<file path="src/verilog/oow_pkg.sv">
// constants and carrier types for the orderwire overhead adaptation
package oow_pkg;
  localparam int OCTET_BITS = 8;
  // clock and bit timing
  localparam int CLK_PERIOD_PS = 4000;
  localparam int BIT_PERIOD_PS = 15625000;
  localparam int BIT_CYCLES = BIT_PERIOD_PS / CLK_PERIOD_PS;
  localparam int HALF_BIT_CYCLES = BIT_CYCLES / 2;
  localparam int TIMER_W = 12;
  // wander that the slip store must ride out
  localparam int WANDER_NS = 18000;
  localparam int WANDER_BITS = (WANDER_NS * 1000 + BIT_PERIOD_PS - 1) / BIT_PERIOD_PS;
  localparam int WANDER_OCTETS = (WANDER_BITS + OCTET_BITS - 1) / OCTET_BITS;
  localparam int SLIP_DEPTH = 4;
  localparam int SLIP_MIN_DEPTH = 2 + 2 * WANDER_OCTETS;
  // frame position
  localparam int POS_W = 16;
  localparam logic [15:0] E2_SLOT_DEFAULT = 16'h0010;
  // reset and substitute values, last bit index of an octet
  localparam logic [7:0] ALL_ONES = 8'hFF;
  localparam logic [2:0] LAST_BIT = 3'h7;

  typedef struct packed {
    logic [7:0] data;
    logic valid;
  } oow_octet_t;
endpackage

</file>
<file path="src/verilog/oow_slip_store.sv">
// octet slip store with write and read indices, read advanced by take and skip
`timescale 1ns/1ps
module oow_slip_store #(
  parameter int DEPTH = oow_pkg::SLIP_DEPTH,
  parameter int IDX_W = $clog2(DEPTH)
) (
  input wire logic mclk,
  input wire logic rst_n,
  input oow_pkg::oow_octet_t wr,
  input wire logic rd_take,
  input wire logic rd_skip,
  output logic [7:0] rd_data,
  output logic [IDX_W:0] fill
);
  // DEPTH must be a power of two so indices wrap by themselves
  logic [7:0] mem_r [DEPTH];
  logic [IDX_W-1:0] wr_idx_r;
  logic [IDX_W-1:0] rd_idx_r;
  logic [IDX_W:0] fill_r;
  logic wr_ok;
  logic [IDX_W:0] dec;

  assign wr_ok = wr.valid && (fill_r != (IDX_W+1)'(DEPTH));
  assign dec = rd_take ? (rd_skip ? (IDX_W+1)'(2) : (IDX_W+1)'(1)) : '0;
  assign rd_data = rd_skip ? mem_r[IDX_W'(rd_idx_r + 1'b1)] : mem_r[rd_idx_r];
  assign fill = fill_r;

  always_ff @(posedge mclk or negedge rst_n) begin
    if (!rst_n) begin
      for (int i = 0; i < DEPTH; i++) begin
        mem_r[i] <= oow_pkg::ALL_ONES;
      end
    end else if (wr_ok) begin
      mem_r[wr_idx_r] <= wr.data;
    end
  end

  always_ff @(posedge mclk or negedge rst_n) begin
    if (!rst_n) begin
      wr_idx_r <= '0;
      rd_idx_r <= '0;
      fill_r <= '0;
    end else begin
      if (wr_ok) begin
        wr_idx_r <= IDX_W'(wr_idx_r + 1'b1);
      end
      rd_idx_r <= IDX_W'(rd_idx_r + dec[IDX_W-1:0]);
      fill_r <= (IDX_W+1)'(fill_r + {{IDX_W{1'b0}}, wr_ok} - dec);
    end
  end
endmodule // oow_slip_store

</file>
<file path="src/verilog/oow_sink_serial.sv">
// sink holding store and 64 kbit/s serialiser with all-ones substitution
`timescale 1ns/1ps
module oow_sink_serial #(
  parameter int BIT_CYCLES = oow_pkg::BIT_CYCLES
) (
  input wire logic mclk,
  input wire logic rst_n,
  input oow_pkg::oow_octet_t octet_in,
  input wire logic fail,
  output logic ser_data,
  output logic ser_clk
);
  logic [7:0] hold_r;
  logic [7:0] shreg_r;
  logic [oow_pkg::TIMER_W-1:0] timer_r;
  logic [2:0] bit_idx_r;
  logic ser_data_r;
  logic ser_clk_r;
  logic tick;
  logic load;
  logic [7:0] load_val;

  assign tick = timer_r == oow_pkg::TIMER_W'(BIT_CYCLES - 1);
  assign load = tick && (bit_idx_r == 3'h0);
  assign load_val = fail ? oow_pkg::ALL_ONES : hold_r;
  assign ser_data = ser_data_r;
  assign ser_clk = ser_clk_r;

  // ****************************************
  // holding store
  // ****************************************
  always_ff @(posedge mclk or negedge rst_n) begin
    if (!rst_n) begin
      hold_r <= oow_pkg::ALL_ONES;
    end else if (octet_in.valid) begin
      hold_r <= octet_in.data;
    end
  end

  // ****************************************
  // bit timer, nominal 64 kHz
  // ****************************************
  always_ff @(posedge mclk or negedge rst_n) begin
    if (!rst_n) begin
      timer_r <= '0;
      ser_clk_r <= 1'b0;
    end else begin
      timer_r <= tick ? '0 : oow_pkg::TIMER_W'(timer_r + 1'b1);
      ser_clk_r <= timer_r < oow_pkg::TIMER_W'(BIT_CYCLES / 2);
    end
  end

  // ****************************************
  // shifter, msb first
  // ****************************************
  always_ff @(posedge mclk or negedge rst_n) begin
    if (!rst_n) begin
      shreg_r <= oow_pkg::ALL_ONES;
      bit_idx_r <= '0;
      ser_data_r <= 1'b1;
    end else if (tick) begin
      bit_idx_r <= 3'(bit_idx_r + 1'b1);
      if (load) begin
        ser_data_r <= load_val[7];
        shreg_r <= {load_val[6:0], 1'b1};
      end else begin
        ser_data_r <= shreg_r[7];
        shreg_r <= {shreg_r[6:0], 1'b1};
      end
    end
  end

  logic [oow_pkg::TIMER_W-1:0] gap_r;
  logic seen_r;
  always_ff @(posedge mclk or negedge rst_n) begin
    if (!rst_n) begin
      gap_r <= '0;
      seen_r <= 1'b0;
    end else begin
      gap_r <= tick ? '0 : oow_pkg::TIMER_W'(gap_r + 1'b1);
      seen_r <= seen_r | tick;
    end
  end
endmodule // oow_sink_serial

</file>
<file path="src/verilog/oow_adapt.sv">
// orderwire to E2 overhead adaptation, source and sink
// Contract
// - the source places the 64 kbit/s octet stream into the E2 byte of each outgoing frame.
// - the source writes incoming orderwire bits into a slip store on the orderwire clock.
// - the source reads octets on the line clock, frame position and its own slip decisions.
// - on a positive slip the source skips reading one whole octet exactly once.
// - on a negative slip the source sends the same octet a second time.
// - the slip store holds at least 18 us of wander without corrupting data.
// - the sink extracts the orderwire octet from the E2 byte of each received frame.
// - the sink latches each received octet into a holding store on the section clock.
// - the sink shifts the eight bits out serially on a nominal 64 kHz clock.
// - when trail signal fail asserts the sink sends all-ONEs within 1 ms.
// - when trail signal fail clears the sink resumes extracted data within 1 ms.
// - while substituting all-ONEs the sink keeps 64 kbit/s within 100 ppm.
`timescale 1ns/1ps
module oow_adapt #(
  parameter logic [15:0] E2_SLOT = oow_pkg::E2_SLOT_DEFAULT,
  parameter int SLIP_DEPTH = oow_pkg::SLIP_DEPTH,
  parameter int BIT_CYCLES = oow_pkg::BIT_CYCLES
) (
  input wire logic mclk,
  input wire logic reset_n,
  // source, orderwire side
  input wire logic orderwire_data,
  input wire logic orderwire_clock,
  input wire logic orderwire_octet_sync,
  // source, line side
  input wire logic line_timing_clock,
  input wire logic line_timing_frame_start,
  output logic [7:0] section_e2_data,
  output logic section_e2_valid,
  output logic slip_positive,
  output logic slip_negative,
  // sink, section side
  input wire logic [7:0] section_data,
  input wire logic section_clock,
  input wire logic section_frame_start,
  input wire logic trail_signal_fail_in,
  // sink, orderwire side
  output logic orderwire_sink_data,
  output logic orderwire_sink_clock,
  output logic orderwire_signal_fail_out
);
  localparam int IDX_W = $clog2(SLIP_DEPTH);
  localparam logic [IDX_W:0] SLIP_HIGH = (IDX_W+1)'(SLIP_DEPTH - 1);

  // ****************************************
  // reset release
  // ****************************************
  logic rst_meta_r;
  logic rst_n;
  always_ff @(posedge mclk or negedge reset_n) begin
    if (!reset_n) begin
      rst_meta_r <= 1'b0;
      rst_n <= 1'b0;
    end else begin
      rst_meta_r <= 1'b1;
      rst_n <= rst_meta_r;
    end
  end

  // next byte position within a frame
  function automatic logic [15:0] next_pos(input logic fs, input logic [15:0] pos);
    next_pos = fs ? 16'h0000 : 16'(pos + 1'b1);
  endfunction

  // ****************************************
  // source: bit capture
  // ****************************************
  logic ow_clk_d_r;
  logic ow_rise;
  logic [6:0] ow_shift_r;
  logic [2:0] ow_bit_r;
  logic [2:0] ow_bit_cur;
  oow_pkg::oow_octet_t wr_r;

  assign ow_rise = orderwire_clock && !ow_clk_d_r;
  assign ow_bit_cur = orderwire_octet_sync ? 3'h0 : ow_bit_r;

  always_ff @(posedge mclk or negedge rst_n) begin
    if (!rst_n) begin
      ow_clk_d_r <= 1'b0;
    end else begin
      ow_clk_d_r <= orderwire_clock;
    end
  end

  always_ff @(posedge mclk or negedge rst_n) begin
    if (!rst_n) begin
      ow_shift_r <= '0;
    end else if (ow_rise) begin
      ow_shift_r <= {ow_shift_r[5:0], orderwire_data};
    end
  end

  // bit counter, realigned by the octet sync
  always_ff @(posedge mclk or negedge rst_n) begin
    if (!rst_n) begin
      ow_bit_r <= '0;
    end else if (ow_rise) begin
      ow_bit_r <= 3'(ow_bit_cur + 1'b1);
    end
  end

  // eighth bit completes the octet, one-cycle write request
  always_ff @(posedge mclk or negedge rst_n) begin
    if (!rst_n) begin
      wr_r <= '{data: oow_pkg::ALL_ONES, valid: 1'b0};
    end else if (ow_rise && (ow_bit_cur == oow_pkg::LAST_BIT)) begin
      wr_r <= '{data: {ow_shift_r, orderwire_data}, valid: 1'b1};
    end else begin
      wr_r.valid <= 1'b0;
    end
  end

  // ****************************************
  // source: frame position and slip decision
  // ****************************************
  logic [15:0] src_pos_r;
  logic src_slot;
  logic [7:0] rd_data;
  logic [IDX_W:0] fill;
  logic rd_take;
  logic rd_skip;

  assign src_slot = line_timing_clock &&
                    (next_pos(line_timing_frame_start, src_pos_r) == E2_SLOT);
  // decisions fall only on whole octets, once per frame
  assign rd_take = src_slot && (fill != '0);
  assign rd_skip = src_slot && (fill >= SLIP_HIGH);

  always_ff @(posedge mclk or negedge rst_n) begin
    if (!rst_n) begin
      src_pos_r <= '0;
    end else if (line_timing_clock) begin
      src_pos_r <= next_pos(line_timing_frame_start, src_pos_r);
    end
  end

  oow_slip_store #(.DEPTH(SLIP_DEPTH), .IDX_W(IDX_W)) u_store (
    .mclk(mclk),
    .rst_n(rst_n),
    .wr(wr_r),
    .rd_take(rd_take),
    .rd_skip(rd_skip),
    .rd_data(rd_data),
    .fill(fill)
  );

  always_ff @(posedge mclk or negedge rst_n) begin
    if (!rst_n) begin
      section_e2_data <= oow_pkg::ALL_ONES;
    end else if (rd_take) begin
      section_e2_data <= rd_data;
    end
  end

  always_ff @(posedge mclk or negedge rst_n) begin
    if (!rst_n) begin
      section_e2_valid <= 1'b0;
    end else begin
      section_e2_valid <= src_slot;
    end
  end

  // slip indications, pulse together with the slot
  always_ff @(posedge mclk or negedge rst_n) begin
    if (!rst_n) begin
      slip_positive <= 1'b0;
    end else begin
      slip_positive <= rd_skip;
    end
  end

  always_ff @(posedge mclk or negedge rst_n) begin
    if (!rst_n) begin
      slip_negative <= 1'b0;
    end else begin
      slip_negative <= src_slot && !rd_take;
    end
  end

  // ****************************************
  // sink: E2 extraction
  // ****************************************
  logic [15:0] snk_pos_r;
  oow_pkg::oow_octet_t snk_octet_r;
  logic snk_slot;

  assign snk_slot = section_clock && (next_pos(section_frame_start, snk_pos_r) == E2_SLOT);

  always_ff @(posedge mclk or negedge rst_n) begin
    if (!rst_n) begin
      snk_pos_r <= '0;
    end else if (section_clock) begin
      snk_pos_r <= next_pos(section_frame_start, snk_pos_r);
    end
  end

  // E2 octet with a one-cycle valid
  always_ff @(posedge mclk or negedge rst_n) begin
    if (!rst_n) begin
      snk_octet_r <= '{data: oow_pkg::ALL_ONES, valid: 1'b0};
    end else begin
      snk_octet_r <= '{data: section_data, valid: snk_slot};
    end
  end

  always_ff @(posedge mclk or negedge rst_n) begin
    if (!rst_n) begin
      orderwire_signal_fail_out <= 1'b0;
    end else begin
      orderwire_signal_fail_out <= trail_signal_fail_in;
    end
  end

  oow_sink_serial #(.BIT_CYCLES(BIT_CYCLES)) u_serial (
    .mclk(mclk),
    .rst_n(rst_n),
    .octet_in(snk_octet_r),
    .fail(trail_signal_fail_in),
    .ser_data(orderwire_sink_data),
    .ser_clk(orderwire_sink_clock)
  );
endmodule // oow_adapt

</file>
<file path="config.mk">
export PLATFORM = sky130hd
export DESIGN_NAME = oow_adapt
export DESIGN_NICKNAME = d
export VERILOG_FILES = /design/src/verilog/oow_pkg.sv /design/src/verilog/oow_slip_store.sv /design/src/verilog/oow_sink_serial.sv /design/src/verilog/oow_adapt.sv
export SDC_FILE = /design/constraint.sdc
export NUM_CORES = 1
export LEC_CHECK = 0
export BUFFER_PORTS_ARGS = -buffer_cell sky130_fd_sc_hd__buf_2
export CAP_MARGIN = 20
export CORE_MARGIN = 4
export CORE_UTILIZATION = 60
export CTS_CLUSTER_SIZE = 20
export DETAILED_ROUTE_END_ITERATION = 10
export PLACE_DENSITY_LB_ADDON = 0.15
export RECOVER_POWER = 100
export REMOVE_ABC_BUFFERS = 1
export SLEW_MARGIN = 20
export SYNTH_ARGS = -nofsm -noshare
export SYNTH_HDL_FRONTEND = slang
export SYNTH_SLANG_ARGS = --single-unit
</file>
<file path="constraint.sdc">
create_clock -name mclk -period 13.3 [get_ports mclk]
set_input_delay 0 -clock mclk [delete_from_list [all_inputs] [get_ports mclk]]
set_output_delay 0 -clock mclk [all_outputs]
set_load 0.1 [all_outputs]
</file>
==> metrics.log, run 1 <==
INFO  metric grt_pass1_vias = between 5k and 6k
INFO  metric worst_slack = approximately 7400 ps
INFO  metric leakagePower = approximately 3.3 nW
INFO  metric setup_viol = 0
INFO  metric routed_length_on_met1 = 6212 um
INFO  metric drive_gt1_share = 26.27%
INFO  metric final_antenna_violating_net_count = 0
INFO  metric timing_worst_slew_pin_value = ~4200 ps
INFO  metric grt_max_degree = 85
INFO  metric crit_path_max_incr_delay = 3080 ps
INFO  metric p_clk_share = 42.6%
INFO  metric n_fill_cell = 841
INFO  metric post-route-min-period = between 5000 and 6000 ps
INFO  metric highest-signal-layer = met4
INFO  metric power.sequential.fraction = a little under half
INFO  metric crit_chain = clkbuf_1
INFO  metric drt_wl_total = around 14000 um
INFO  metric dp_cells = roughly 800
INFO  metric wl_per_cell = 16.42 um
INFO  metric initial_utilization = between 60% and 70%
INFO  metric grt_pass1_wl = roughly 25000 um
INFO  metric yosys.area.top_type = sky130_fd_sc_hd__dfstp_2
INFO  metric root_buffer = sky130_fd_sc_hd__clkbuf_16
INFO  metric holdWs = 69.28 ps
INFO  metric synth_flop_cell = sky130_fd_sc_hd__dfrtp_1
INFO  metric gp_congestion = between 0.8 and 0.9
INFO  metric worst_skew_pair.late_latency = around 420 ps
INFO  metric port-buffer-count = 31
INFO  metric placement.cell_area = 0.007507 mm2
INFO  metric cts_hold_repair.buffers = 16
INFO  metric post_cts.resized_instances = 0
INFO  metric floorplan.rows = 39
INFO  metric antenna_found_initial = 0
INFO  metric htree_num_levels = 4
INFO  metric critPathLaunchType = flip-flop
INFO  metric synthesis.area_per_instance = 11.07 um2
INFO  metric final_area = 0.008173 mm2
INFO  metric result_of_the_run = complete, but fails checks
INFO  metric detailedPlace.worstSlack = between 9000 and 10000 ps
INFO  metric peakVddDrop = approximately 110 uV
INFO  metric dr.pass1.iters = 5
INFO  metric cts_tree = yes
INFO  metric skew = about 11 ps
INFO  metric violations = max-capacitance violations, max-slew violations
INFO  metric clock-sinks = 146
INFO  metric detailed_place_hpwl = roughly 9100 um
INFO  metric number_of_enable_type_register_cells_in_the_synthesized_netlist = 0
INFO  metric cap_viol_max_count = 3
INFO  metric core = roughly 0.012 mm2
INFO  metric routed-wl-met2 = a little over 7000 um
INFO  metric netlist_instances = 656
INFO  metric floorplan.die_area = 0.01393 mm2
INFO  metric worst-endpoint-arrival = 5480 ps
INFO  metric synth_seq_cells = around 150
INFO  metric net-switching-power = 301.4 uW
INFO  metric fmax = between 150 and 200 MHz
INFO  metric synthMostInstantiatedCell = sky130_fd_sc_hd__dfrtp_1
INFO  metric critPathSlowestCell = sky130_fd_sc_hd__clkbuf_1
INFO  metric finish.net_count = approximately 730
INFO  metric period_share = approximately 45%
INFO  metric dieWidth = roughly 120 um
INFO  metric cts-root-to-sink-buffers = 2
INFO  metric synthDistinctLibCells = between 60 and 70
INFO  metric crit_fanout = 84
INFO  metric multi_input_area = roughly 0.0031 mm2
INFO  metric post_cts.repair.setup_buffers = 0
INFO  metric io_pins = 32
INFO  metric stdcell_count = approximately 850
INFO  metric numCtsBuffers = 17
INFO  metric critical_path.n_buffers_inverters = 1
INFO  metric synthesis.yosys.warnings = 0
INFO  metric worst_slew_margin_relative_to_its_limit = -182.3%
INFO  metric global_route.usage.total = between 20% and 30%
INFO  metric final_number_of_max_transition_violations = 161
INFO  metric rsz0062_at_grt = false
INFO  metric criticalPathCategory = reg -> async
INFO  metric synth_async_sr_flop_share = between 90% and 100%
INFO  metric path_delay_family = buffers and inverters
INFO  metric combPwrFrac = a little over a tenth
INFO  metric worst_hold_path_type = in -> reg
INFO  metric syn-cell-area = between 0.007 and 0.008 mm2
INFO  metric netlist.area_leader.share = a little over a quarter
INFO  metric drtIter0Drc = 349
INFO  metric area_growth = 12.50%
INFO  metric worst_ep_required_time = 12840 ps
INFO  metric netSwitchingFraction = a little over a quarter
INFO  metric synth_commonest_cells = 74 x sky130_fd_sc_hd__dfrtp_1, 72 x sky130_fd_sc_hd__dfstp_2, 62 x sky130_fd_sc_hd__mux2_2
INFO  metric clk_pin_slew = roughly 60 ps
INFO  metric post-route-drc-count = 0
INFO  metric overflow = 0
INFO  metric area.sequential = between 0.003 and 0.004 mm2
INFO  metric n_antenna_cell = 0
INFO  metric endpoint_kind = asynchronous set/reset pin
INFO  metric cellPowerDensity = roughly 140 mW/mm2
INFO  metric tns = 0 ps
INFO  metric final_hold_viol_count = 0
INFO  metric routed_via_density = 5.964
INFO  metric share_of_the_yosys_chip_area_belonging_to_registers = about 52%
INFO  metric route.vias.total = about 5.1k
INFO  metric internal_dissipation = between 800 and 900 uW
INFO  metric die_y = between 100 and 150 um
INFO  metric routed-wl-met3 = between 400 and 500 um
INFO  metric post_synth_main_area_contributors = sky130_fd_sc_hd__dfstp_2 26%, sky130_fd_sc_hd__dfrtp_1 25%, sky130_fd_sc_hd__mux2_2 9.6%, sky130_fd_sc_hd__mux2i_1 4.3%, sky130_fd_sc_hd__o22ai_1 3.3%
## cells by family (layout without fill, tap and decap cells)
| family | count (synthesis) | in the layout | synth area share (%) |
|---|---|---|---|
| AOI/OAI and AO/OA | 132 | 132 | 12.25 |
| xor gates and xnor gates | 23 | 23 | 2.773 |
| adders and majority gates | 17 | 17 | 2.997 |
| buffers and inverters | 82 | 134 | 4.392 |
| DFF | 146 | 146 | 51.53 |
| muxes | 93 | 93 | 13.88 |
| other | 1 | 1 | 0.05162 |
| and+or+nand+nor | 162 | 162 | 12.13 |
## final timing paths
kind	from	endpoint	slack [ps]	depth (start not counted)
setup reg to reg	rst_n$_DFF_PN0_	ow_shift_r[5]$_DFFE_PN0P_	7360	1
hold reg to reg	rst_meta_r$_DFF_PN0_	rst_n$_DFF_PN0_	360	0
max in group mclk	src_pos_r[3]$_DFFE_PN0P_	u_store.fill[2]$_DFF_PN0_	9130	11
hold / removal	line_timing_clock	src_pos_r[9]$_DFFE_PN0P_	70	2
min in group asynchronous	reset_n	rst_n$_DFF_PN0_	430	3
setup / recovery	rst_n$_DFF_PN0_	ow_shift_r[5]$_DFFE_PN0P_	7360	1
## flip-flops by register name, indices dropped and copies added, names as in the netlist, 3 cells and up
register / flops
wr_r: 9
u_store.mem_r: 32
snk_pos_r: 16
ow_bit_r: 3
u_store.fill: 3
u_serial.bit_idx_r: 3
u_serial.hold_r: 8
src_pos_r: 16
u_serial.timer_r: 12
section_e2_data: 8
u_serial.shreg_r: 7
snk_octet_r: 9
ow_shift_r: 7
## power by group through the flow
stage / Sequential [mW] / Clock (mW) / Combinational (mW)
CTS: 0.528 / 0.489 / 0.120
finish: 0.527 / 0.479 / 0.118
global route: 0.534 / 0.510 / 0.133
detailed placement: 0.535 / 0 / 0.115
global placement: 0.532 / 0 / 0.110
floorplan: 0.528 / 0 / 0.0859
## cell usage in the layout (no fill, tap or decap), types with 5 or more instances in the layout
master                          count
sky130_fd_sc_hd__xnor2_1           16
sky130_fd_sc_hd__dfrtp_1           74
sky130_fd_sc_hd__ha_1              15
sky130_fd_sc_hd__nor2b_1            6
sky130_fd_sc_hd__o221ai_1           8
sky130_fd_sc_hd__nand4_1           10
sky130_fd_sc_hd__clkbuf_16         17
sky130_fd_sc_hd__inv_6              5
sky130_fd_sc_hd__a21oi_1           17
sky130_fd_sc_hd__inv_1             51
sky130_fd_sc_hd__o22ai_1           38
sky130_fd_sc_hd__dfstp_2           72
sky130_fd_sc_hd__nor4_1             9
sky130_fd_sc_hd__nor3b_1           11
sky130_fd_sc_hd__nand3_1           20
sky130_fd_sc_hd__nor2_1            27
sky130_fd_sc_hd__o21a_1             5
sky130_fd_sc_hd__nand2b_1           5
sky130_fd_sc_hd__a31oi_1            7
sky130_fd_sc_hd__xor2_1             7
sky130_fd_sc_hd__nor3_1            11
sky130_fd_sc_hd__clkbuf_1          20
sky130_fd_sc_hd__nand2_1           43
sky130_fd_sc_hd__buf_2             12
sky130_fd_sc_hd__dlygate4sd3_1     16
sky130_fd_sc_hd__mux2i_1           31
sky130_fd_sc_hd__mux2_2            61
sky130_fd_sc_hd__o21ai_0           35
## routing by layer
layer / global-route usage (%) / vias to the layer above
met4: 6.960 / 0
li1: - / 2445
met5: 0 / -
met1: 27.36 / 2535
met2: 35.36 / 80
met3: 5.046 / 15
## metrics by stage
stage / util, % / total power, mW
floorplan: - / 0.6135
global placement: 64.64 / 0.6416
detailed placement: 64.64 / 0.6503
CTS: 71.17 / 1.137
global route: 70.37 / 1.176
finish: 70.37 / 1.124
## layout make-up
cell class                      count  share of cell area, %
Sequential cell                   146                  45.81
Timing Repair Buffer               50                  3.797
Multi-Input combinational cell    428                  38.50
Tap cell                          143                  2.189
Inverter                           52                  2.388
Clock buffer                       17                  5.205
Clock inverter                     15                  2.113
Note: power is estimated with default switching activity, not from simulation.
==> run 2: changes to the inputs <==
==> constraint.sdc (replaced) <==
create_clock -name mclk -period 6.2 [get_ports mclk]
set_input_delay 0 -clock mclk [delete_from_list [all_inputs] [get_ports mclk]]
set_output_delay 0 -clock mclk [all_outputs]
set_load 0.1 [all_outputs]
==> run 2 against run 1 <==
Against the previous run:
- the run still ends with max-capacitance violations, max-slew violations left
- routed wire length about the same
- via count shrank 0.57%
- total power up 110%
- non-clock buffer count did not move
- sequential share of layout area barely moved
- final cell count is the same
- global-route usage unchanged
- final area is essentially flat
- largest power group unchanged
==> metrics.log, run 2 (synthesis gave the netlist of run 1 again) <==
INFO  metric post_cts.resized_instances = 0 (unchanged)
INFO  metric worst-endpoint-arrival = 4480 ps (was 5480 ps)
INFO  metric grt_pass1_vias = 5153 (unchanged)
INFO  metric cellPowerDensity = 295.2 mW/mm2 (was 137.6 mW/mm2)
INFO  metric leakagePower = 3.346 nW (was 3.343 nW)
INFO  metric rsz0062_at_grt = false (unchanged)
INFO  metric crit_fanout = 13 (was 84)
INFO  metric detailedPlace.worstSlack = 2133 ps (was 9233 ps)
INFO  metric worst_slew_margin_relative_to_its_limit = -56.51% (was -182.3%)
INFO  metric worst_slack = 2028 ps (was 7357 ps)
INFO  metric placement.cell_area = 0.007507 mm2 (unchanged)
INFO  metric area_growth = 12.52% (was 12.50%)
INFO  metric final_antenna_violating_net_count = 0 (unchanged)
INFO  metric holdWs = 65.37 ps (was 69.28 ps)
INFO  metric use_met1 = 27.36% (unchanged)
INFO  metric busiest_layer = met2 (unchanged)
INFO  metric multi_input_area = 0.003147 mm2 (unchanged)
INFO  metric drtIter0Drc = 350 (was 349)
INFO  metric cp_launch_point = src_pos_r[3]$_DFFE_PN0P_ (was rst_n$_DFF_PN0_)
INFO  metric timing_worst_slew_pin_value = 2348 ps (was 4235 ps)
INFO  metric post_cts.repair.setup_buffers = 0 (unchanged)
INFO  metric drive_gt1_share = 26.41% (was 26.27%)
INFO  metric worst_ep_required_time = 6510 ps (was 12840 ps)
INFO  metric endpoint_kind = flip-flop (was asynchronous set/reset pin)
INFO  metric detailed_place_hpwl = 9131 um (unchanged)
INFO  metric worst_hold_path_type = in -> reg (unchanged)
INFO  metric drt_wl_total = 13960 um (was 13980 um)
INFO  metric clock-sinks = 146 (unchanged)
INFO  metric finalCoreUtilization = 70.38% (was 70.37%)
INFO  metric regToRegStartpoint = src_pos_r[3]$_DFFE_PN0P_ (was rst_n$_DFF_PN0_)
INFO  metric setup_viol = 0 (unchanged)
INFO  metric cts-root-to-sink-buffers = 2 (unchanged)
INFO  metric global_route.usage.met3 = 5.046% (unchanged)
INFO  metric final_number_of_max_transition_violations = 161 (unchanged)
INFO  metric clk_pin_slew = 70 ps (was 60 ps)
INFO  metric largest_reg_flops = 32 (unchanged)
INFO  metric peakVddDrop = 246.2 uV (was 114.8 uV)
INFO  metric n_antenna_cell = 0 (unchanged)
INFO  metric post-route-min-period = 4172 ps (was 5943 ps)
INFO  metric initial_utilization = 62.55% (unchanged)
INFO  metric regMostFlops = u_store.mem_r (unchanged)
INFO  metric grt_max_degree = 85 (unchanged)
INFO  metric layout_commonest_cell = sky130_fd_sc_hd__dfrtp_1 (unchanged)
INFO  metric final_hold_viol_count = 0 (unchanged)
INFO  metric floorplan.rows = 39 (unchanged)
INFO  metric gp_congestion = 0.8433 (unchanged)
INFO  metric dieWidth = 118.0 um (unchanged)
INFO  metric route.vias.total = 5046 (was 5075)
INFO  metric timing.reg2reg.worst_path_depth = 11 (was 1)
INFO  metric skew = 7.673 ps (was 10.66 ps)
INFO  metric numCtsBuffers = 17 (unchanged)
INFO  metric violations = max-capacitance violations, max-slew violations (unchanged)
INFO  metric dr.pass1.iters = 4 (was 5)
INFO  metric routed_via_density = 5.929 (was 5.964)
INFO  metric criticalPathCategory = reg -> reg (was reg -> async)
INFO  metric root_buffer = sky130_fd_sc_hd__clkbuf_16 (unchanged)
INFO  metric htree_num_levels = 4 (unchanged)
INFO  metric post-route-drc-count = 0 (unchanged)
INFO  metric io_pins = 32 (unchanged)
INFO  metric worst_skew_pair.late_latency = 420 ps (about the same)
INFO  metric gr_layer_usage_met2 = 35.36% (unchanged)
INFO  metric area.sequential = 0.003744 mm2 (unchanged)
INFO  metric die_y = 118.0 um (unchanged)
INFO  metric regToRegEndpoint = u_store.fill[2]$_DFF_PN0_ (was ow_shift_r[5]$_DFFE_PN0P_)
INFO  metric reg.largest.list = u_store.mem_r x32, snk_pos_r x16, src_pos_r x16 (unchanged)
INFO  metric final_cell_mix = 74 x sky130_fd_sc_hd__dfrtp_1, 72 x sky130_fd_sc_hd__dfstp_2, 61 x sky130_fd_sc_hd__mux2_2 (unchanged)
INFO  metric critPathLaunchType = flip-flop (unchanged)
INFO  metric antenna_found_initial = 0 (unchanged)
INFO  metric result_of_the_run = complete, but fails checks (unchanged)
INFO  metric finish.net_count = 729 (unchanged)
INFO  metric final_area = 0.008174 mm2 (was 0.008173 mm2)
INFO  metric regToRegSetupSlack = 2030 ps (was 7360 ps)
INFO  metric cts_tree = yes (unchanged)
INFO  metric overflow = 0 (unchanged)
INFO  metric cap_viol_max_count = 3 (unchanged)
INFO  metric floorplan.die_area = 0.01393 mm2 (unchanged)
INFO  metric crit_end = u_store.fill[2]$_DFF_PN0_ (was ow_shift_r[5]$_DFFE_PN0P_)
INFO  metric core = 0.01161 mm2 (unchanged)
INFO  metric port-buffer-count = 31 (unchanged)
INFO  metric fmax = 239.7 MHz (was 168.3 MHz)
INFO  metric tns = 0 ps (unchanged)
INFO  metric grt_pass1_wl = 24500 um (unchanged)
INFO  metric period_share = 67.29% (was 44.68%)
INFO  metric wl_per_cell = 16.41 um (was 16.42 um)
INFO  metric n_fill_cell = 840 (was 841)
INFO  metric global_route.usage.total = 21.20% (unchanged)
-- run 2: worst min path at each step --
stage	slack, ps	startpoint	to	cells after the start
floorplan	-300	reset_n	rst_meta_r$_DFF_PN0_	0
CTS	50	line_timing_clock	src_pos_r[9]$_DFFE_PN0P_	2
global route	80	line_timing_clock	src_pos_r[9]$_DFFE_PN0P_	2
detailed placement	-210	reset_n	rst_meta_r$_DFF_PN0_	1
global placement	-210	reset_n	rst_meta_r$_DFF_PN0_	1
finish	70	line_timing_clock	src_pos_r[9]$_DFFE_PN0P_	2
-- run 2: power breakdown --
| group | switching (mW) | internal (mW) |
|---|---|---|
| sequential | 0.0887 | 1.04 |
| clock | 0.427 | 0.603 |
| combinational | 0.132 | 0.120 |
| total | 0.647 | 1.77 |
-- run 2: area by class of cell --
cell class / instances / area share (%)
clock buffer: 17 / 5.204
inverter: 52 / 2.388
multi-input combinational: 428 / 38.50
sequential: 146 / 45.80
timing repair buffer: 50 / 3.811
tap: 143 / 2.189
clock inverter: 15 / 2.112
-- run 2: per-layer routing --
metal,up-vias,routed length [um]
met5,-,0
met3,10,408
met1,2519,6227
li1,2448,-
met2,69,7186
met4,0,140
-- run 2: per-stage QoR --
step / power (mW) / instances
5_1_grt: 2.524 / 851
6_report: 2.413 / 851
3_3_place_gp: 1.376 / 803
2_1_floorplan: 1.316 / 626
4_1_cts: 2.439 / 851
3_5_place_dp: 1.395 / 803
-- run 2: critical path: stages (launching register included) --
cell and delay (ps):
sky130_fd_sc_hd__dfrtp_1 490, sky130_fd_sc_hd__nand4_1 280, sky130_fd_sc_hd__nor4_1 760, sky130_fd_sc_hd__xnor2_1 180
sky130_fd_sc_hd__a211o_4 380, sky130_fd_sc_hd__a2111o_1 650, sky130_fd_sc_hd__or2_1 320, sky130_fd_sc_hd__ha_1 270
sky130_fd_sc_hd__inv_1 50, sky130_fd_sc_hd__fa_1 430, sky130_fd_sc_hd__xnor2_1 140, sky130_fd_sc_hd__xnor2_1 120
-- run 2: repair_timing --
action / 4_1_cts / 5_1_grt
hold buffers: 16 / 0
setup endpoints to repair: 0 / 0
endpoints found under the hold margin: 37 / 0
==> run 3: changes to the inputs <==
--- a/config.mk
+++ b/config.mk
@@ -5,6 +5,7 @@
 export SDC_FILE = /design/constraint.sdc
 export NUM_CORES = 1
 export LEC_CHECK = 0
+export ABC_AREA = 1
 export BUFFER_PORTS_ARGS = -buffer_cell sky130_fd_sc_hd__buf_2
 export CAP_MARGIN = 20
 export CORE_MARGIN = 4
==> constraint.sdc (replaced) <==
create_clock -name mclk -period 4 [get_ports mclk]
set_input_delay 0 -clock mclk [delete_from_list [all_inputs] [get_ports mclk]]
set_output_delay 0 -clock mclk [all_outputs]
set_load 0.1 [all_outputs]
==> run 3 against run 2 <==
Against the previous run:
- the flow still finishes with violations (max-capacitance violations, max-slew violations)
- routed wire length is 7.8% higher
- first-iteration DRC count is 85% higher
- hold slack better by 160 ps
- clock skew is 2.6 ps lower
- via count is 18% higher
- sequential share of layout area is 0.15 points lower
- clock power is 48% higher
- largest power group unchanged
- highest routed layer unchanged
==> metrics.log, run 3 <==
INFO  metric grt_pass1_vias = 5538 (was 5153)
INFO  metric final_number_of_max_transition_violations = 72 (was 161)
INFO  metric worst_slew_margin_relative_to_its_limit = -80.15% (was -56.51%)
INFO  metric fin_total_pwr = 3.467 mW (was 2.413 mW)
INFO  metric netlist.area_leader.share = 26.15% (was 26.04%)
INFO  metric gp_congestion = 0.8969 (was 0.8433)
INFO  metric worst_ep_required_time = 4340 ps (was 6510 ps)
INFO  metric htree_num_levels = 4 (unchanged)
INFO  metric cp_launch_point = src_pos_r[1]$_DFFE_PN0P_ (was src_pos_r[3]$_DFFE_PN0P_)
INFO  metric post-route-min-period = 3405 ps (was 4172 ps)
INFO  metric worst_skew_pair.late_latency = 420 ps (about the same)
INFO  metric synthDistinctLibCells = 36 (was 65)
INFO  metric die_y = 117.8 um (was 118.0 um)
INFO  metric clock-sinks = 146 (unchanged)
INFO  metric number_of_enable_type_register_cells_in_the_synthesized_netlist = 0 (unchanged)
INFO  metric fmax = 293.7 MHz (was 239.7 MHz)
INFO  metric multi_input_area = 0.002997 mm2 (was 0.003147 mm2)
INFO  metric post_synth_main_area_contributors = sky130_fd_sc_hd__dfstp_2 26%, sky130_fd_sc_hd__dfrtp_1 26%, sky130_fd_sc_hd__nand2_1 11%, sky130_fd_sc_hd__o21ai_0 9.7%, sky130_fd_sc_hd__inv_1 4.9% (was sky130_fd_sc_hd__dfstp_2 26%, sky130_fd_sc_hd__dfrtp_1 25%, sky130_fd_sc_hd__mux2_2 9.6%, sky130_fd_sc_hd__mux2i_1 4.3%, sky130_fd_sc_hd__o22ai_1 3.3%)
INFO  metric wl_per_cell = 13.84 um (was 16.41 um)
INFO  metric critPathLaunchType = flip-flop (unchanged)
INFO  metric rsz0062_at_grt = false (unchanged)
INFO  metric post-route-drc-count = 0 (unchanged)
INFO  metric cts_tree = yes (unchanged)
INFO  metric peakVddDrop = 375.1 uV (was 246.2 uV)
INFO  metric timing_worst_slew_pin_value = 2702 ps (was 2348 ps)
INFO  metric n_fill_cell = 909 (was 840)
INFO  metric endpoint_kind = flip-flop (unchanged)
INFO  metric criticalPathCategory = reg -> reg (unchanged)
INFO  metric drt_wl_total = 15060 um (was 13960 um)
INFO  metric port-buffer-count = 31 (unchanged)
INFO  metric root_buffer = sky130_fd_sc_hd__clkbuf_16 (unchanged)
INFO  metric detailedPlace.worstSlack = 810.1 ps (was 2133 ps)
INFO  metric io_pins = 32 (unchanged)
INFO  metric cts-root-to-sink-buffers = 2 (unchanged)
INFO  metric cap_viol_max_count = 1 (was 3)
INFO  metric final_cell_mix = 219 x sky130_fd_sc_hd__nand2_1, 140 x sky130_fd_sc_hd__o21ai_0, 95 x sky130_fd_sc_hd__inv_1 (was 74 x sky130_fd_sc_hd__dfrtp_1, 72 x sky130_fd_sc_hd__dfstp_2, 61 x sky130_fd_sc_hd__mux2_2)
INFO  metric final_hold_viol_count = 0 (unchanged)
INFO  metric floorplan.die_area = 0.01388 mm2 (was 0.01393 mm2)
INFO  metric grt_max_degree = 72 (was 85)
INFO  metric numCtsBuffers = 17 (unchanged)
INFO  metric largest_reg_flops = 32 (unchanged)
INFO  metric final_antenna_violating_net_count = 0 (unchanged)
INFO  metric dieWidth = 117.8 um (was 118.0 um)
INFO  metric initial_utilization = 62.29% (was 62.55%)
INFO  metric final_area = 0.008200 mm2 (was 0.008174 mm2)
INFO  metric netlist_instances = 886 (was 656)
INFO  metric detailed_place_hpwl = 10450 um (was 9131 um)
INFO  metric violations = max-capacitance violations, max-slew violations (unchanged)
INFO  metric share_of_the_yosys_chip_area_belonging_to_registers = 51.75% (was 51.53%)
INFO  metric synthesis.area_per_instance = 8.165 um2 (was 11.07 um2)
INFO  metric syn-cell-area = 0.007234 mm2 (was 0.007264 mm2)
INFO  metric finalCoreUtilization = 70.61% (was 70.38%)
INFO  metric layout_commonest_cell = sky130_fd_sc_hd__nand2_1 (was sky130_fd_sc_hd__dfrtp_1)
INFO  metric synthMostInstantiatedCell = sky130_fd_sc_hd__nand2_1 (was sky130_fd_sc_hd__dfrtp_1)
INFO  metric regMostFlops = u_store.mem_r (unchanged)
INFO  metric setup_viol = 0 (unchanged)
INFO  metric worst_slack = 595.3 ps (was 2028 ps)
INFO  metric global_route.usage.total = 22.83% (was 21.20%)
INFO  metric synthesis.yosys.warnings = 0 (unchanged)
INFO  metric routed_via_density = 5.459 (was 5.929)
INFO  metric crit_fanout = 12 (was 13)
INFO  metric worst_hold_path_type = in -> reg (unchanged)
INFO  metric clk_pin_slew = 60 ps (was 70 ps)
INFO  metric drtIter0Drc = 646 (was 350)
INFO  metric result_of_the_run = complete, but fails checks (unchanged)
INFO  metric finish.net_count = 966 (was 729)
INFO  metric area_growth = 13.35% (was 12.52%)
INFO  metric drive_gt1_share = 13.23% (was 26.41%)
INFO  metric synth_async_sr_flop_share = 100.0% (unchanged)
INFO  metric worst-endpoint-arrival = 3740 ps (was 4480 ps)
INFO  metric overflow = 0 (unchanged)
INFO  metric regToRegStartpoint = src_pos_r[1]$_DFFE_PN0P_ (was src_pos_r[3]$_DFFE_PN0P_)
INFO  metric floorplan.rows = 39 (unchanged)
INFO  metric leakagePower = 3.646 nW (was 3.346 nW)
INFO  metric synth_flop_cell = sky130_fd_sc_hd__dfrtp_1 (unchanged)
INFO  metric worst_hold_startpoint = section_data[1] (was line_timing_clock)
INFO  metric area.sequential = 0.003744 mm2 (unchanged)
INFO  metric core = 0.01161 mm2 (unchanged)
INFO  metric placement.cell_area = 0.007493 mm2 (was 0.007507 mm2)
INFO  metric holdWs = 229.2 ps (was 65.37 ps)
INFO  metric synth_commonest_cells = 219 x sky130_fd_sc_hd__nand2_1, 140 x sky130_fd_sc_hd__o21ai_0, 95 x sky130_fd_sc_hd__inv_1 (was 74 x sky130_fd_sc_hd__dfrtp_1, 72 x sky130_fd_sc_hd__dfstp_2, 62 x sky130_fd_sc_hd__mux2_2)
INFO  metric skew = 5.062 ps (was 7.673 ps)
INFO  metric n_antenna_cell = 0 (unchanged)
INFO  metric cellPowerDensity = 422.8 mW/mm2 (was 295.2 mW/mm2)
INFO  metric antenna_found_initial = 0 (unchanged)
INFO  metric grt_pass1_wl = 26010 um (was 24500 um)
INFO  metric period_share = 85.12% (was 67.29%)
INFO  metric synth_seq_cells = 146 (unchanged)
INFO  metric reg.largest.list = u_store.mem_r x32, snk_pos_r x16, src_pos_r x16 (unchanged)
INFO  metric dr.pass1.iters = 6 (was 4)
INFO  metric route.vias.total = 5939 (was 5046)
INFO  metric yosys.area.top_type = sky130_fd_sc_hd__dfstp_2 (unchanged)
-- run 3: changes by cell type after synthesis, sizes merged, moves of 31 or more --
cell	delta
inv	+44
mux2	-54
mux2i	-31
nand2	+176
nor2	+65
o21ai	+107
o22ai	-32
-- run 3: metrics by stage --
step	TNS, ps	std cells
6_report	0	1088
5_1_grt	0	1088
4_1_cts	0	1088
3_5_place_dp	0	1037
3_3_place_gp	0	1037
2_1_floorplan	-17520	859
-- run 3: critical path, cell delays in order, from the launching register on --
cell and delay, ps:
sky130_fd_sc_hd__dfrtp_1 420, sky130_fd_sc_hd__ha_1 250, sky130_fd_sc_hd__nand3_1 210, sky130_fd_sc_hd__nor2_4 190, sky130_fd_sc_hd__nand2_1 70, sky130_fd_sc_hd__nand3_1 120
sky130_fd_sc_hd__nand2_1 90, sky130_fd_sc_hd__nor2_1 140, sky130_fd_sc_hd__nand2_1 110, sky130_fd_sc_hd__nor2_4 220, sky130_fd_sc_hd__nand3_4 190, sky130_fd_sc_hd__nor2_4 230
sky130_fd_sc_hd__nand2_1 80, sky130_fd_sc_hd__nand2_1 80, sky130_fd_sc_hd__ha_1 130, sky130_fd_sc_hd__inv_1 50, sky130_fd_sc_hd__fa_1 370, sky130_fd_sc_hd__xnor2_1 200
sky130_fd_sc_hd__xor2_1 170
-- run 3: cell type report --
class	instances	area share [%]
Sequential cell	146	45.65
Multi-Input combinational cell	613	36.54
Clock buffer	26	5.966
Inverter	100	4.577
Timing Repair Buffer	54	4.104
Tap cell	143	2.182
Clock inverter	6	0.9765
-- run 3: kinds of logic (layout without fill, tap and decap cells) --
logic type,count (synthesis),in the layout,synth area share (%)
adders and majority gates,16,16,2.871
and+or+nand+nor,392,392,22.79
xor gates and xnor gates,7,7,0.8475
DFF,146,146,51.75
AOI/OAI and AO/OA,189,189,13.75
buffers and inverters,127,186,6.693
muxes,8,8,1.245
other,1,1,0.05184
-- run 3: worst paths after layout --
| kind | endpoint | slack, ps | depth (start not counted) |
|---|---|---|---|
| worst max-delay path | u_store.fill[2]$_DFF_PN0_ | 600 | 18 |
| worst min-delay path | snk_octet_r[2]$_DFF_PN1_ | 230 | 2 |
| worst max register to register | u_store.fill[2]$_DFF_PN0_ | 600 | 18 |
| worst min register to register | rst_n$_DFF_PN0_ | 360 | 0 |
| max in group asynchronous | u_serial.timer_r[5]$_DFF_PN0_ | 1020 | 1 |
| min in group asynchronous | rst_meta_r$_DFF_PN0_ | 430 | 3 |
-- run 3: where the power goes --
part	total [mW]	internal [mW]	leakage, nW	switching, mW
Clock	1.52	0.963	0.282	0.557
Combinational	0.314	0.100	1.65	0.214
Sequential	1.63	1.57	1.72	0.0670
-- run 3: repair_timing --
item	in CTS	in global routing
endpoints found under the hold margin	36	0
resized for setup	0	0
hold buffers	19	0
buffers inserted	0	0
setup endpoints to repair	0	0
-- run 3: per-layer routing --
metal,global-route usage (%),part of all wire [%]
met4,7.326,1.3
met2,35.68,48
met3,5.766,4.6
met5,0,0
met1,31.47,46
